$ cat config.mk
export PLATFORM = sky130hd
export DESIGN_NAME = floppy_status_host_handshake
export DESIGN_NICKNAME = d
export VERILOG_FILES = /design/src/floppy_status_pkg.sv /design/src/floppy_status_host_handshake.sv
export SDC_FILE = /design/constraint.sdc
export NUM_CORES = 1
export LEC_CHECK = 0
export BUFFER_PORTS_ARGS = -buffer_cell sky130_fd_sc_hd__buf_2
export CAP_MARGIN = 30
export CELL_PAD_IN_SITES_DETAIL_PLACEMENT = 1
export CELL_PAD_IN_SITES_GLOBAL_PLACEMENT = 2
export CORE_MARGIN = 2
export CORE_UTILIZATION = 35
export CTS_CLUSTER_SIZE = 20
export DETAILED_ROUTE_END_ITERATION = 8
export PLACE_DENSITY = 0.9
export SLEW_MARGIN = 5
export SYNTH_ARGS = -nofsm -noshare
export SYNTH_HDL_FRONTEND = slang
export SYNTH_SLANG_ARGS = --single-unit
$ cat constraint.sdc
create_clock -name clk -period 3.4 [get_ports clk]
set_clock_uncertainty 0.05 [all_clocks]
set_input_delay 0.34 -clock clk [delete_from_list [all_inputs] [get_ports clk]]
set_output_delay 0.34 -clock clk [all_outputs]
set_load 0.05 [all_outputs]
$ cat src/floppy_status_pkg.sv
// constants and types shared by the floppy status and handshake block
`default_nettype none
package floppy_status_pkg;
  localparam int CLK_MHZ = 250;
  // status bit positions
  localparam int NOT_READY_BIT = 7;
  localparam int PROTECT_BIT = 6;
  localparam int MARK_TYPE_BIT = 5;
  localparam int MISSING_BIT = 4;
  localparam int CHECKSUM_BIT = 3;
  localparam int OVERRUN_BIT = 2;
  localparam int PENDING_BIT = 1;
  localparam int BUSY_BIT = 0;
  localparam logic [1:0] STATUS_ADDR = 2'h0;
  localparam logic [7:0] STATUS_RESET = 8'h80;
  // write gate lead and trail, microseconds
  localparam int GATE_FM_US = 4;
  localparam int GATE_MFM_US = 2;
  // write data pulse widths, nanoseconds (the single density figure is 1.38 us)
  localparam int PULSE_EARLY_NS = 820;
  localparam int PULSE_NOMINAL_NS = 690;
  localparam int PULSE_LATE_NS = 570;
  localparam int PULSE_FM_NS = 1380;
  // latest completion interrupt clear after a strobe, microseconds
  localparam int IRQ_CLEAR_US = 8;
  // least master reset pulse kept by the outside party, microseconds
  localparam int MASTER_RESET_MIN_US = 50;
  localparam logic [9:0] GATE_FM_CYC = 10'(GATE_FM_US * CLK_MHZ);
  localparam logic [9:0] GATE_MFM_CYC = 10'(GATE_MFM_US * CLK_MHZ);
  localparam logic [8:0] PULSE_EARLY_CYC = 9'((PULSE_EARLY_NS * CLK_MHZ) / 1000);
  localparam logic [8:0] PULSE_NOMINAL_CYC = 9'((PULSE_NOMINAL_NS * CLK_MHZ) / 1000);
  localparam logic [8:0] PULSE_LATE_CYC = 9'((PULSE_LATE_NS * CLK_MHZ) / 1000);
  localparam logic [8:0] PULSE_FM_CYC = 9'((PULSE_FM_NS * CLK_MHZ) / 1000);
  typedef enum logic [3:0] {
    GATE_IDLE = 4'h1,
    GATE_LEAD = 4'h2,
    GATE_ACTIVE = 4'h4,
    GATE_TRAIL = 4'h8
  } gate_state_type;
endpackage
`default_nettype wire

$ cat src/floppy_status_host_handshake.sv
// status register, host handshake and write gate sequencing of the floppy controller
`default_nettype none
module floppy_status_host_handshake
  import floppy_status_pkg::*;
(
  input wire logic clk,
  input wire logic rst,
  input wire logic masterResetN,
  input wire logic csN,
  input wire logic hostFetchStrobeN,
  input wire logic hostStoreStrobeN,
  input wire logic [1:0] regAddr,
  input wire logic driveReady,
  input wire logic writeProtect,
  input wire logic doubleDensity,
  input wire logic cmdStart,
  input wire logic cmdIsWrite,
  input wire logic cmdDone,
  input wire logic recordNotFound,
  input wire logic checksumFault,
  input wire logic deletedMark,
  input wire logic byteReady,
  input wire logic writeStreamOn,
  input wire logic bitPulseReq,
  input wire logic precompEarly,
  input wire logic precompLate,
  output logic [7:0] hostDataOut,
  output logic hostDataOe,
  output logic byteTransferRequest,
  output logic completionIrq,
  output logic writeGate,
  output logic writeData
);
  typedef struct packed {
    logic notReady;
    logic protect;
    logic markType;
    logic missing;
    logic checksum;
    logic overrun;
    logic pending;
    logic busy;
    logic irq;
    logic isWrite;
    logic csPrevN;
    logic fetchPrevN;
    logic storePrevN;
    gate_state_type gateState;
    logic [9:0] gateCnt;
    logic [8:0] pulseCnt;
    logic gate;
    logic data;
    logic [7:0] dataOut;
    logic dataOe;
  } state_type;

  state_type stateReg;
  state_type stateNext;
  logic [7:0] statusWord;
  logic notReadyNow;
  logic fetchRise;
  logic storeFall;
  logic strobeClear;

  assign statusWord = {stateReg.notReady, stateReg.protect, stateReg.markType,
                       stateReg.missing, stateReg.checksum, stateReg.overrun,
                       stateReg.pending, stateReg.busy};
  assign notReadyNow = ~driveReady | ~masterResetN;
  // the read strobe rise is qualified by the select held in the previous cycle, so a select
  // that releases together with the read strobe still counts; the write strobe fall uses the current select
  assign fetchRise = ~stateReg.fetchPrevN ? hostFetchStrobeN & ~stateReg.csPrevN : 1'b0;
  assign storeFall = stateReg.storePrevN & ~hostStoreStrobeN & ~csN;
  assign strobeClear = fetchRise | storeFall;

  always_comb begin
    stateNext = stateReg;
    stateNext.csPrevN = csN;
    stateNext.fetchPrevN = hostFetchStrobeN;
    stateNext.storePrevN = hostStoreStrobeN;
    stateNext.notReady = notReadyNow;
    if (strobeClear) begin
      stateNext.pending = 1'b0;
      stateNext.irq = 1'b0;
    end
    if (cmdStart && !stateReg.busy) begin
      stateNext.protect = 1'b0;
      stateNext.markType = 1'b0;
      stateNext.missing = 1'b0;
      stateNext.checksum = 1'b0;
      stateNext.overrun = 1'b0;
      stateNext.pending = 1'b0;
      stateNext.irq = 1'b0;
      stateNext.isWrite = cmdIsWrite;
      if (notReadyNow) begin
        stateNext.irq = 1'b1;
      end else if (cmdIsWrite && writeProtect) begin
        stateNext.protect = 1'b1;
        stateNext.irq = 1'b1;
      end else begin
        stateNext.busy = 1'b1;
      end
    end else if (stateReg.busy) begin
      if (recordNotFound) begin
        stateNext.missing = 1'b1;
      end
      if (checksumFault) begin
        stateNext.checksum = 1'b1;
      end
      if (deletedMark && !stateReg.isWrite) begin
        stateNext.markType = 1'b1;
      end
      // a new byte while the last is unserviced is lost
      if (byteReady && stateReg.pending && !strobeClear) begin
        stateNext.overrun = 1'b1;
      end
      // request set wins over a strobe clear
      if (byteReady) begin
        stateNext.pending = 1'b1;
      end
      if (cmdDone) begin
        stateNext.busy = 1'b0;
        stateNext.irq = 1'b1;
      end
    end
    if (stateNext.isWrite) begin
      stateNext.markType = 1'b0;
    end
    // the read path samples status; its strobe rise also clears pending and irq above
    stateNext.dataOe = ~csN & ~hostFetchStrobeN & (regAddr == STATUS_ADDR);
    stateNext.dataOut = stateNext.dataOe ? statusWord : 8'h00;

    unique case (stateReg.gateState)
      GATE_IDLE: begin
        if (stateReg.busy && stateReg.isWrite && writeStreamOn) begin
          stateNext.gate = 1'b1;
          stateNext.gateCnt = (doubleDensity ? GATE_MFM_CYC : GATE_FM_CYC) - 10'h001;
          stateNext.gateState = GATE_LEAD;
        end
      end
      GATE_LEAD: begin
        if (stateReg.gateCnt == 10'h000) begin
          stateNext.gateState = GATE_ACTIVE;
        end else begin
          stateNext.gateCnt = stateReg.gateCnt - 10'h001;
        end
      end
      GATE_ACTIVE: begin
        if (stateReg.pulseCnt != 9'h000) begin
          stateNext.pulseCnt = stateReg.pulseCnt - 9'h001;
          if (stateReg.pulseCnt == 9'h001) begin
            stateNext.data = 1'b0;
          end
        end else if (bitPulseReq) begin
          stateNext.data = 1'b1;
          if (!doubleDensity) begin
            stateNext.pulseCnt = PULSE_FM_CYC;
          end else if (precompEarly) begin
            stateNext.pulseCnt = PULSE_EARLY_CYC;
          end else if (precompLate) begin
            stateNext.pulseCnt = PULSE_LATE_CYC;
          end else begin
            stateNext.pulseCnt = PULSE_NOMINAL_CYC;
          end
        end else if (!writeStreamOn) begin
          stateNext.gateCnt = (doubleDensity ? GATE_MFM_CYC : GATE_FM_CYC) - 10'h001;
          stateNext.gateState = GATE_TRAIL;
        end
      end
      GATE_TRAIL: begin
        if (stateReg.gateCnt == 10'h000) begin
          stateNext.gate = 1'b0;
          stateNext.gateState = GATE_IDLE;
        end else begin
          stateNext.gateCnt = stateReg.gateCnt - 10'h001;
        end
      end
      default: begin
        stateNext.gateState = GATE_IDLE;
        stateNext.gate = 1'b0;
        stateNext.data = 1'b0;
      end
    endcase

    // master reset clears all but not-ready
    if (!masterResetN) begin
      stateNext = '0;
      stateNext.notReady = 1'b1;
      stateNext.csPrevN = 1'b1;
      stateNext.fetchPrevN = 1'b1;
      stateNext.storePrevN = 1'b1;
      stateNext.gateState = GATE_IDLE;
    end
  end

  always_ff @(posedge clk or posedge rst) begin
    if (rst) begin
      stateReg <= '0;
      stateReg.notReady <= STATUS_RESET[NOT_READY_BIT];
      stateReg.csPrevN <= 1'b1;
      stateReg.fetchPrevN <= 1'b1;
      stateReg.storePrevN <= 1'b1;
      stateReg.gateState <= GATE_IDLE;
    end else begin
      stateReg <= stateNext;
    end
  end

  assign hostDataOut = stateReg.dataOut;
  assign hostDataOe = stateReg.dataOe;
  // one flop feeds both pin and status bit
  assign byteTransferRequest = stateReg.pending;
  assign completionIrq = stateReg.irq;
  assign writeGate = stateReg.gate;
  assign writeData = stateReg.data;
endmodule // floppy_status_host_handshake
`default_nettype wire

Word level (Yosys, flattened, before mapping)
Index checks and enable logic that the tools add are counted.
W data, S select, Z words.

word-level totals
  register bits = 47
  latch bits = 0
  memory bits (writable) = 0
  memory bits (read-only) = 0
  bits of input ports = 22
  output and inout bits = 13
  word-level logic and storage cells = 134
  memories = 0

cells by class
  add/subtract/negate cells = 3
  multipliers = 0
  divide/modulo/power cells = 0
  order comparisons = 0
  eq/ne operators = 28
  shift operators = 0
  multiplexer cells = 44
  bitwise gates (word level) = 13
  reduce and logical (&&, ||, !) cells = 26

operators with widths
  operator                 number
  $mux W14                 4
  $mux W47                 1
  $mux W9                  5
  $pmux W10 S3             1
  $ne A3 B3 Y1 const B     9
  $mux W1                  21
  $mux W10                 2
  $sub A10 B1 Y10 const B  2
  $pmux W4 S4              1
  $ne A3 B1 Y1 const B     5
  $mux W7                  2
  $reduce_and A2 Y1        6
  $reduce_and A6 Y1        2
  $logic_not A10 Y1        1
  $eq A9 B1 Y1 const B     1
  $reduce_bool A9 Y1       1
  $sub A9 B1 Y9 const B    1
  $mux W4                  2
  $mux W8                  1
  $ne A4 B1 Y1 const B     2
  $ne A4 B4 Y1 const B     2
  $logic_and A1 B1 Y1      7
  $mux W6                  1
  $not A1 Y1               6
  other kinds (17)         28

Logic depth before layout (Yosys ltp)
Gate-level depths: netlist of the first run.

  depth after elaboration = 11
  depth in mapped cells = 10
  mapped depth without buffers = 8

Worst setup path after synthesis of the first run
OpenSTA, ideal clock, no wires.

  kind = register to register
  start point = register stateReg[11] in the netlist's numbering
  end point = register stateReg[20] in the netlist's numbering
  setup time = 125 ps
  arrival = 2254 ps
  setup slack = 971 ps
  stages on the path, launching flop included = 9
  period minus slack after synthesis = 2429 ps
  cells stage by stage = dfrtp_1 > inv_1 > ha_1 > or4b_1 > clkbuf_1 > nor3_4 > a21oi_2 > nor3b_4 > mux2_2

on the way
  cells in the longest elaborated chain, start to end = 3

RTL lines
  what                         RTL line                             RTL
  start, declared              floppy_status_host_handshake.sv:57   state_type stateReg;
  start signal, assigned       floppy_status_host_handshake.sv:204  stateReg <= stateNext;
  $reduce_bool A9 Y1           floppy_status_host_handshake.sv:148  if (stateReg.pulseCnt != 9'h000) begin
  $ne A3 B3 Y1 (no line)       -
  $reduce_and A6 Y1 (no line)  -

No other way between the ends.
A chain may end at the register's enable or synchronous reset.

Worst setup path in the final report of the first run
  start point = register stateReg[11] in the netlist's numbering
  end point = register stateReg[22] in the netlist's numbering

Same word-level chain as after synthesis.

==> flow_metrics.py, run 1 <==
metrics = {
    "synthesis": {
        "synthFlopType": "dfrtp_1",
        "synth_xor_xnor_area_share_pct": 1.01,
        "syn_nets": 308,
        "synth_top_cell_by_area": "dfrtp_1",
        "yosysSeqAreaShare_pct": 45.4,
        "synth_adder_area_share_pct": 1.92,
        "synth_top_cells_by_count": "dfrtp_1, nand2_1, nor2_1",
        "synth_edf_count": 0,
        "synth_mux_area_share_pct": 3.32,
        "synthArstFlopShare_pct": 100,
        "synth-compound-area-share_pct": 18.8,
        "synth_cells": 282,
        "synth_top_family_by_area": "simple AND/OR/NAND/NOR gates",
        "syn_area_per_cell_um2": 9.23,
        "synth_area_mm2": 0.00260,
        "synthTopCellsByArea": "dfrtp_1, dfstp_2, a21oi_1, nand2_1, o21ai_0",
        "yosysWarningCount": 0,
        "synth.most_common_cell": "dfrtp_1",
        "synth_simple_gate_area_share_pct": 23.3,
        "yosysTopAreaCellShare_pct": 40.4,
        "synth_cell_types": 53,
        "yosys_register_bits": 47,
    },
    "placement": {
        "io_buffers": 34,
        "place_congestion": 0.842,
        "hpwl_um": 4970,
        "dp.cells": 398,
    },
    "sta": {
        "drv_slew": 0,
        "rsz0062_at_grt": "no",
        "tightest_slew_ns": 0.882,
        "finalSetupViolations": 0,
        "whs_ns": 0.135,
        "slew_headroom_pct": 40.7,
        "setup_tns_ns": 0,
        "hold_viol": 0,
        "fin_crit_sh_pct": 80.4,
        "fin_crit_ns": 2.73,
        "fmaxAchievable_ghz": 0.366,
    },
    "finish": {
        "seqCellArea_mm2": 0.00118,
        "layout-drive-gt1-share_pct": 20.1,
        "fillCellCount": 878,
        "fin_util_pct": 40.7,
        "stdcell_count": 407,
        "area_growth_pct": 12.8,
        "diodes": 0,
        "nets": 333,
        "multi_input_area_mm2": 0.00126,
    },
    "setup_path": {
        "r2r-end": "stateReg[22]",
        "start_kind": "flip-flop",
        "cp_slowest_stage_delay_ns": 0.60,
        "rrSetupSlack_ns": 0.67,
        "worstPathCellList": "inv_1 -> ha_1 -> or4b_1 -> nor3_4 -> a21oi_2 -> nor3b_4 -> mux2_2",
        "critPathBufInv": 1,
        "cpMaxStageDelayCell": "or4b_1",
        "path_class": "reg2reg",
        "cp_max_fo": 6,
        "cp_data_arrival_time_ns": 2.88,
        "r2r_cells": 7,
        "required_ns": 3.55,
        "cpLargestDelayFamily": "simple AND/OR/NAND/NOR gates",
        "crit_path_end_kind": "flip-flop",
        "reg2reg_from": "stateReg[11]",
    },
    "power": {
        "p_leak_nw": 1.30,
        "vdd_drop_max_uv": 140,
        "power_density_mw_per_mm2": 380,
        "power.total_mw": 1.12,
    },
    "worst_hold_path": {
        "hold_end": "stateReg[46]",
        "worstHoldPathType": "in2reg",
        "hold_path_startpoint": "driveReady",
        "holdPathStages": 2,
    },
    "drt": {
        "vias_per_cell": 5.56,
        "drtIter0Drc": 80,
        "routed-via-count": 2261,
        "dr.pass1.iters": 4,
        "finalWirelength_um": 6810,
        "remaining_drc_errors": 0,
        "ant_nets": 0,
        "routedWlPerCell_um": 16.7,
    },
    "global_routing": {
        "grtUsageTotal_pct": 17.8,
        "grt_max_degree": 34,
        "gr-total-overflow": 0,
        "antenna_found_initial": 0,
        "grt_pass1_wl_um": 12000,
        "grt_pass1_vias": 2435,
    },
    "clock_network": {
        "worstSkewPairLatency_ns": 0.31,
        "cts_made_buffers": 5,
        "cts_buffer_depth": 2,
        "h-tree-depth": 2,
        "path_clk_slew_ns": 0.11,
        "cts-root-buf": "clkbuf_8",
        "cts_sinks": 47,
        "cts_tree": "yes",
    },
    "floorplan": {
        "io_pins": 35,
        "rows": 31,
        "die_y_um": 90.2,
        "die-area_mm2": 0.00814,
        "die-width_um": 90.2,
        "start_util_pct": 36.1,
        "core_mm2": 0.00721,
    },
    "outcome": {
        "status": "finished clean",
    },
    "job": {
        "timing.max_cap.violations": 0,
    },
}
==> worst max path at each step <==
stage                             from      endpoint  slack, ns  cells after the start
after floorplan           stateReg[11]  stateReg[20]       0.97                      8
after global placement    stateReg[11]  stateReg[22]       0.81                      7
after detailed placement  stateReg[11]  stateReg[22]       0.72                      7
after CTS                 stateReg[11]  stateReg[22]       0.68                      7
after global routing      stateReg[11]  stateReg[24]       0.47                      7
final                     stateReg[11]  stateReg[22]       0.67                      7
==> cells by family (layout without fill, tap and decap cells) <==
kind of cell	count (synthesis)	after routing
DFF	47	47
muxes	8	8
AOI/OAI and AO/OA	75	75
adders and majority gates	4	4
xor gates and xnor gates	3	3
and+or+nand+nor	111	111
buffers and inverters	34	60
==> routing by layer <==
layer  up-vias  global-route usage (%)  share of wire [%]
met2        23                    30.8                 51
met4         0                    4.62                1.2
li1       1063                       -                  -
met5         -                       0                  0
met1      1166                    23.1                 46
met3         9                    2.93                1.7
==> registers in the layout, indices dropped and copies added, names as in the netlist <==
signal and flops:
writeGate 1, writeData 1, byteTransferRequest 1, completionIrq 1, hostDataOe 1, hostDataOut 8, stateReg 34
==> repair_timing <==
item,CTS,global route
buffers inserted,0,0
hold buffers,1,0
gates resized for setup,0,0
hold endpoints to repair,14,0
==> metrics by stage <==
stage,worst slack (ns),instance area [um2]
2_1_floorplan,0.971,2600
3_3_place_gp,0.809,2810
3_5_place_dp,0.716,2830
4_1_cts,0.676,2940
5_1_grt,0.472,2940
6_report,0.667,2940
==> cell type report <==
cell class	instances	share of cell area [%]
well taps	99	4.22
inverters	12	1.53
flip-flops and latches	47	40.3
multi-input cells	201	42.9
repair buffers	40	7.84
clock buffers	5	2.34
clock inverters	3	0.937
==> layout by cell type (no fill, tap or decap), types with 4 or more instances in the layout <==
cell type	instances
a31oi_1	6
nand2b_1	11
or4_1	4
nand3_1	10
mux2_2	5
a32o_1	4
a21oi_1	20
clkbuf_8	5
nand4_1	4
buf_2	34
nor3_1	11
dfrtp_1	42
ha_1	4
dfstp_2	5
buf_4	4
o21ai_0	17
nor2_1	22
nand2_1	23
and2_1	8
inv_1	11
==> power by group <==
group | switching, mW | internal, mW | total (mW)
sequential | 0.0242 | 0.583 | 0.607
combinational | 0.0826 | 0.0541 | 0.137
clock | 0.220 | 0.153 | 0.373
total | 0.327 | 0.790 | 1.12
Note: power is estimated with default switching activity, not from simulation.
==> inputs of run 2 (changes only) <==
CORE_UTILIZATION = 32   (was 35)
PLACE_DENSITY = 0.87   (was 0.9)
clock period = 2.2 ns   (was 3.4 ns; I/O delays follow)
==> flow_metrics.py, run 2 (synthesis gave the netlist of run 1 again) <==
metrics = {
    "clock_network": {
        "path_clk_slew_ns": 0.10,
        "cts-root-buf": "clkbuf_8",
        "worstSkewPairLatency_ns": 0.30,
        "cts_buffer_depth": 2,
        "cts_made_buffers": 5,
        "cts_sinks": 47,
        "cts_tree": "yes",
        "h-tree-depth": 2,
    },
    "global_routing": {
        "grt_pass1_vias": 2499,
        "grt_max_degree": 48,
        "gr-total-overflow": 0,
        "grtUsageTotal_pct": 17.8,
        "antenna_found_initial": 0,
        "grt_pass1_wl_um": 12300,
    },
    "setup_path": {
        "crit_path_end_kind": "flip-flop",
        "cp_slowest_stage_delay_ns": 0.48,
        "rrSetupSlack_ns": -0.04,
        "cpMaxStageDelayCell": "or4b_4",
        "path_class": "reg2reg",
        "required_ns": 2.35,
        "cpLargestDelayFamily": "simple AND/OR/NAND/NOR gates",
        "cp_max_fo": 6,
        "worstPathCellList": "inv_2 -> ha_4 -> or4b_4 -> nor3_4 -> a21oi_4 -> nor3b_4 -> buf_6 -> mux2_4",
        "start_kind": "flip-flop",
        "critPathBufInv": 2,
        "cp_data_arrival_time_ns": 2.39,
    },
    "job": {
        "timing.max_cap.violations": 0,
    },
    "drt": {
        "ant_nets": 0,
        "remaining_drc_errors": 0,
        "finalWirelength_um": 7530,
        "routedWlPerCell_um": 16.8,
        "routed-via-count": 2383,
        "drtIter0Drc": 99,
        "dr.pass1.iters": 4,
        "vias_per_cell": 5.33,
    },
    "finish": {
        "largest_register": "stateReg",
        "nets": 370,
        "mostFrequentLayoutCells": "dfrtp_1, buf_4, buf_2, nand2_1, nor2_1",
        "diodes": 0,
        "area_growth_pct": 26.8,
        "layout-drive-gt1-share_pct": 31.9,
        "largest_register_ffs": 34,
    },
    "placement": {
        "place_ws_ns": -0.255,
        "io_buffers": 34,
        "hpwl_um": 5370,
        "place_congestion": 0.822,
    },
    "floorplan": {
        "rows": 32,
        "die_y_um": 94.2,
        "io_pins": 35,
        "die-area_mm2": 0.00887,
        "die-width_um": 94.2,
        "start_util_pct": 33.3,
        "core_mm2": 0.00781,
    },
    "power": {
        "switchingPower_mw": 0.496,
        "power_density_mw_per_mm2": 560,
        "p_sw_share_pct": 26.8,
        "comb_power_share_pct": 13.6,
        "seq_power_share_pct": 50.5,
        "p_clk_share_pct": 35.8,
        "vdd_drop_max_uv": 342,
        "power.total_mw": 1.85,
        "p_int_mw": 1.35,
        "p_leak_nw": 1.52,
    },
    "sta": {
        "finalSetupViolations": 6,
        "setup_ws_ns": -0.0381,
        "fin_crit_sh_pct": 102,
        "fin_crit_ns": 2.24,
        "rsz0062_at_grt": "yes",
        "tightest_slew_ns": 0.617,
        "drv_slew": 0,
        "fmaxAchievable_ghz": 0.447,
        "setup_tns_ns": -0.154,
        "slew_headroom_pct": 58.9,
        "hold_viol": 0,
    },
    "outcome": {
        "violations": "negative setup slack",
        "status": "finished with violations",
    },
    "worst_hold_path": {
        "worstHoldPathType": "in2async",
    },
}
run 2: changes by cell type in the layout (fill, tap and decap cells not counted), moves of 2 or more:
| cell | before | now |
|---|---|---|
| nor3_2 | 0 | 2 |
| nor3_1 | 11 | 9 |
| inv_2 | 1 | 3 |
| buf_4 | 4 | 42 |
| inv_1 | 11 | 9 |
| mux2_2 | 5 | 0 |
| mux2_4 | 0 | 5 |
run 2: metal layers:
layer / vias to the layer above / track usage [%] / routed length, um
met2: 35 / 29.8 / 3620
met5: - / 0 / 0
met1: 1203 / 23.6 / 3640
met4: 0 / 5.07 / 79
li1: 1139 / - / -
met3: 6 / 2.89 / 186
run 2: cell type report:
class                   instances  area (um2)
multi-input cells             201        1330
fillers                       928        4510
well taps                     102         128
flip-flops and latches         47        1180
clock buffers                   5        68.8
clock inverters                 3        46.3
inverters                      12        45.0
repair buffers                 77         497
run 2: what timing repair did:
item | 4_1_cts | 5_1_grt
buffers inserted | 5 | 4
resized for setup | 11 | 7
pin swaps | 4 | 3
hold endpoints to repair | 0 | 0
endpoints found under the setup margin | 14 | 17
hold buffers | 0 | 0
run 2: path summary, 6_finish.rpt:
check / from / end / cells after the start
setup / recovery: stateReg[12] / stateReg[29] / 8
max in group asynchronous: rst / stateReg[32] / 3
hold reg to reg: stateReg[44] / hostDataOut[5] / 1
setup reg to reg: stateReg[12] / stateReg[29] / 8
min in group clk: driveReady / stateReg[46] / 2
hold / removal: rst / stateReg[15] / 3
run 2: worst reg2reg max path: stages, from the launching register on:
cell and delay [ns]:
dfrtp_1 0.40, inv_2 0.08, ha_4 0.14, or4b_4 0.48, nor3_4 0.22, a21oi_4 0.10
nor3b_4 0.19, buf_6 0.16, mux2_4 0.31
run 2: metrics by stage:
step	utilization (%)	hold slack [ns]	area, um2	instances
6_report	42.3	0.0157	3300	447
5_1_grt	42.3	0.0416	3300	447
4_1_cts	41.5	0.0335	3240	443
3_5_place_dp	39.0	0.368	3050	430
3_3_place_gp	39.0	0.353	3050	430
2_1_floorplan	-	0.213	2610	282
run 2: power groups by stage:
stage | Combinational [mW] | Sequential [mW] | Clock (mW)
floorplan | 0.137 | 0.948 | 0
global placement | 0.226 | 0.947 | 0
detailed placement | 0.232 | 0.951 | 0
CTS | 0.248 | 0.934 | 0.686
global route | 0.279 | 0.941 | 0.718
finish | 0.252 | 0.934 | 0.663
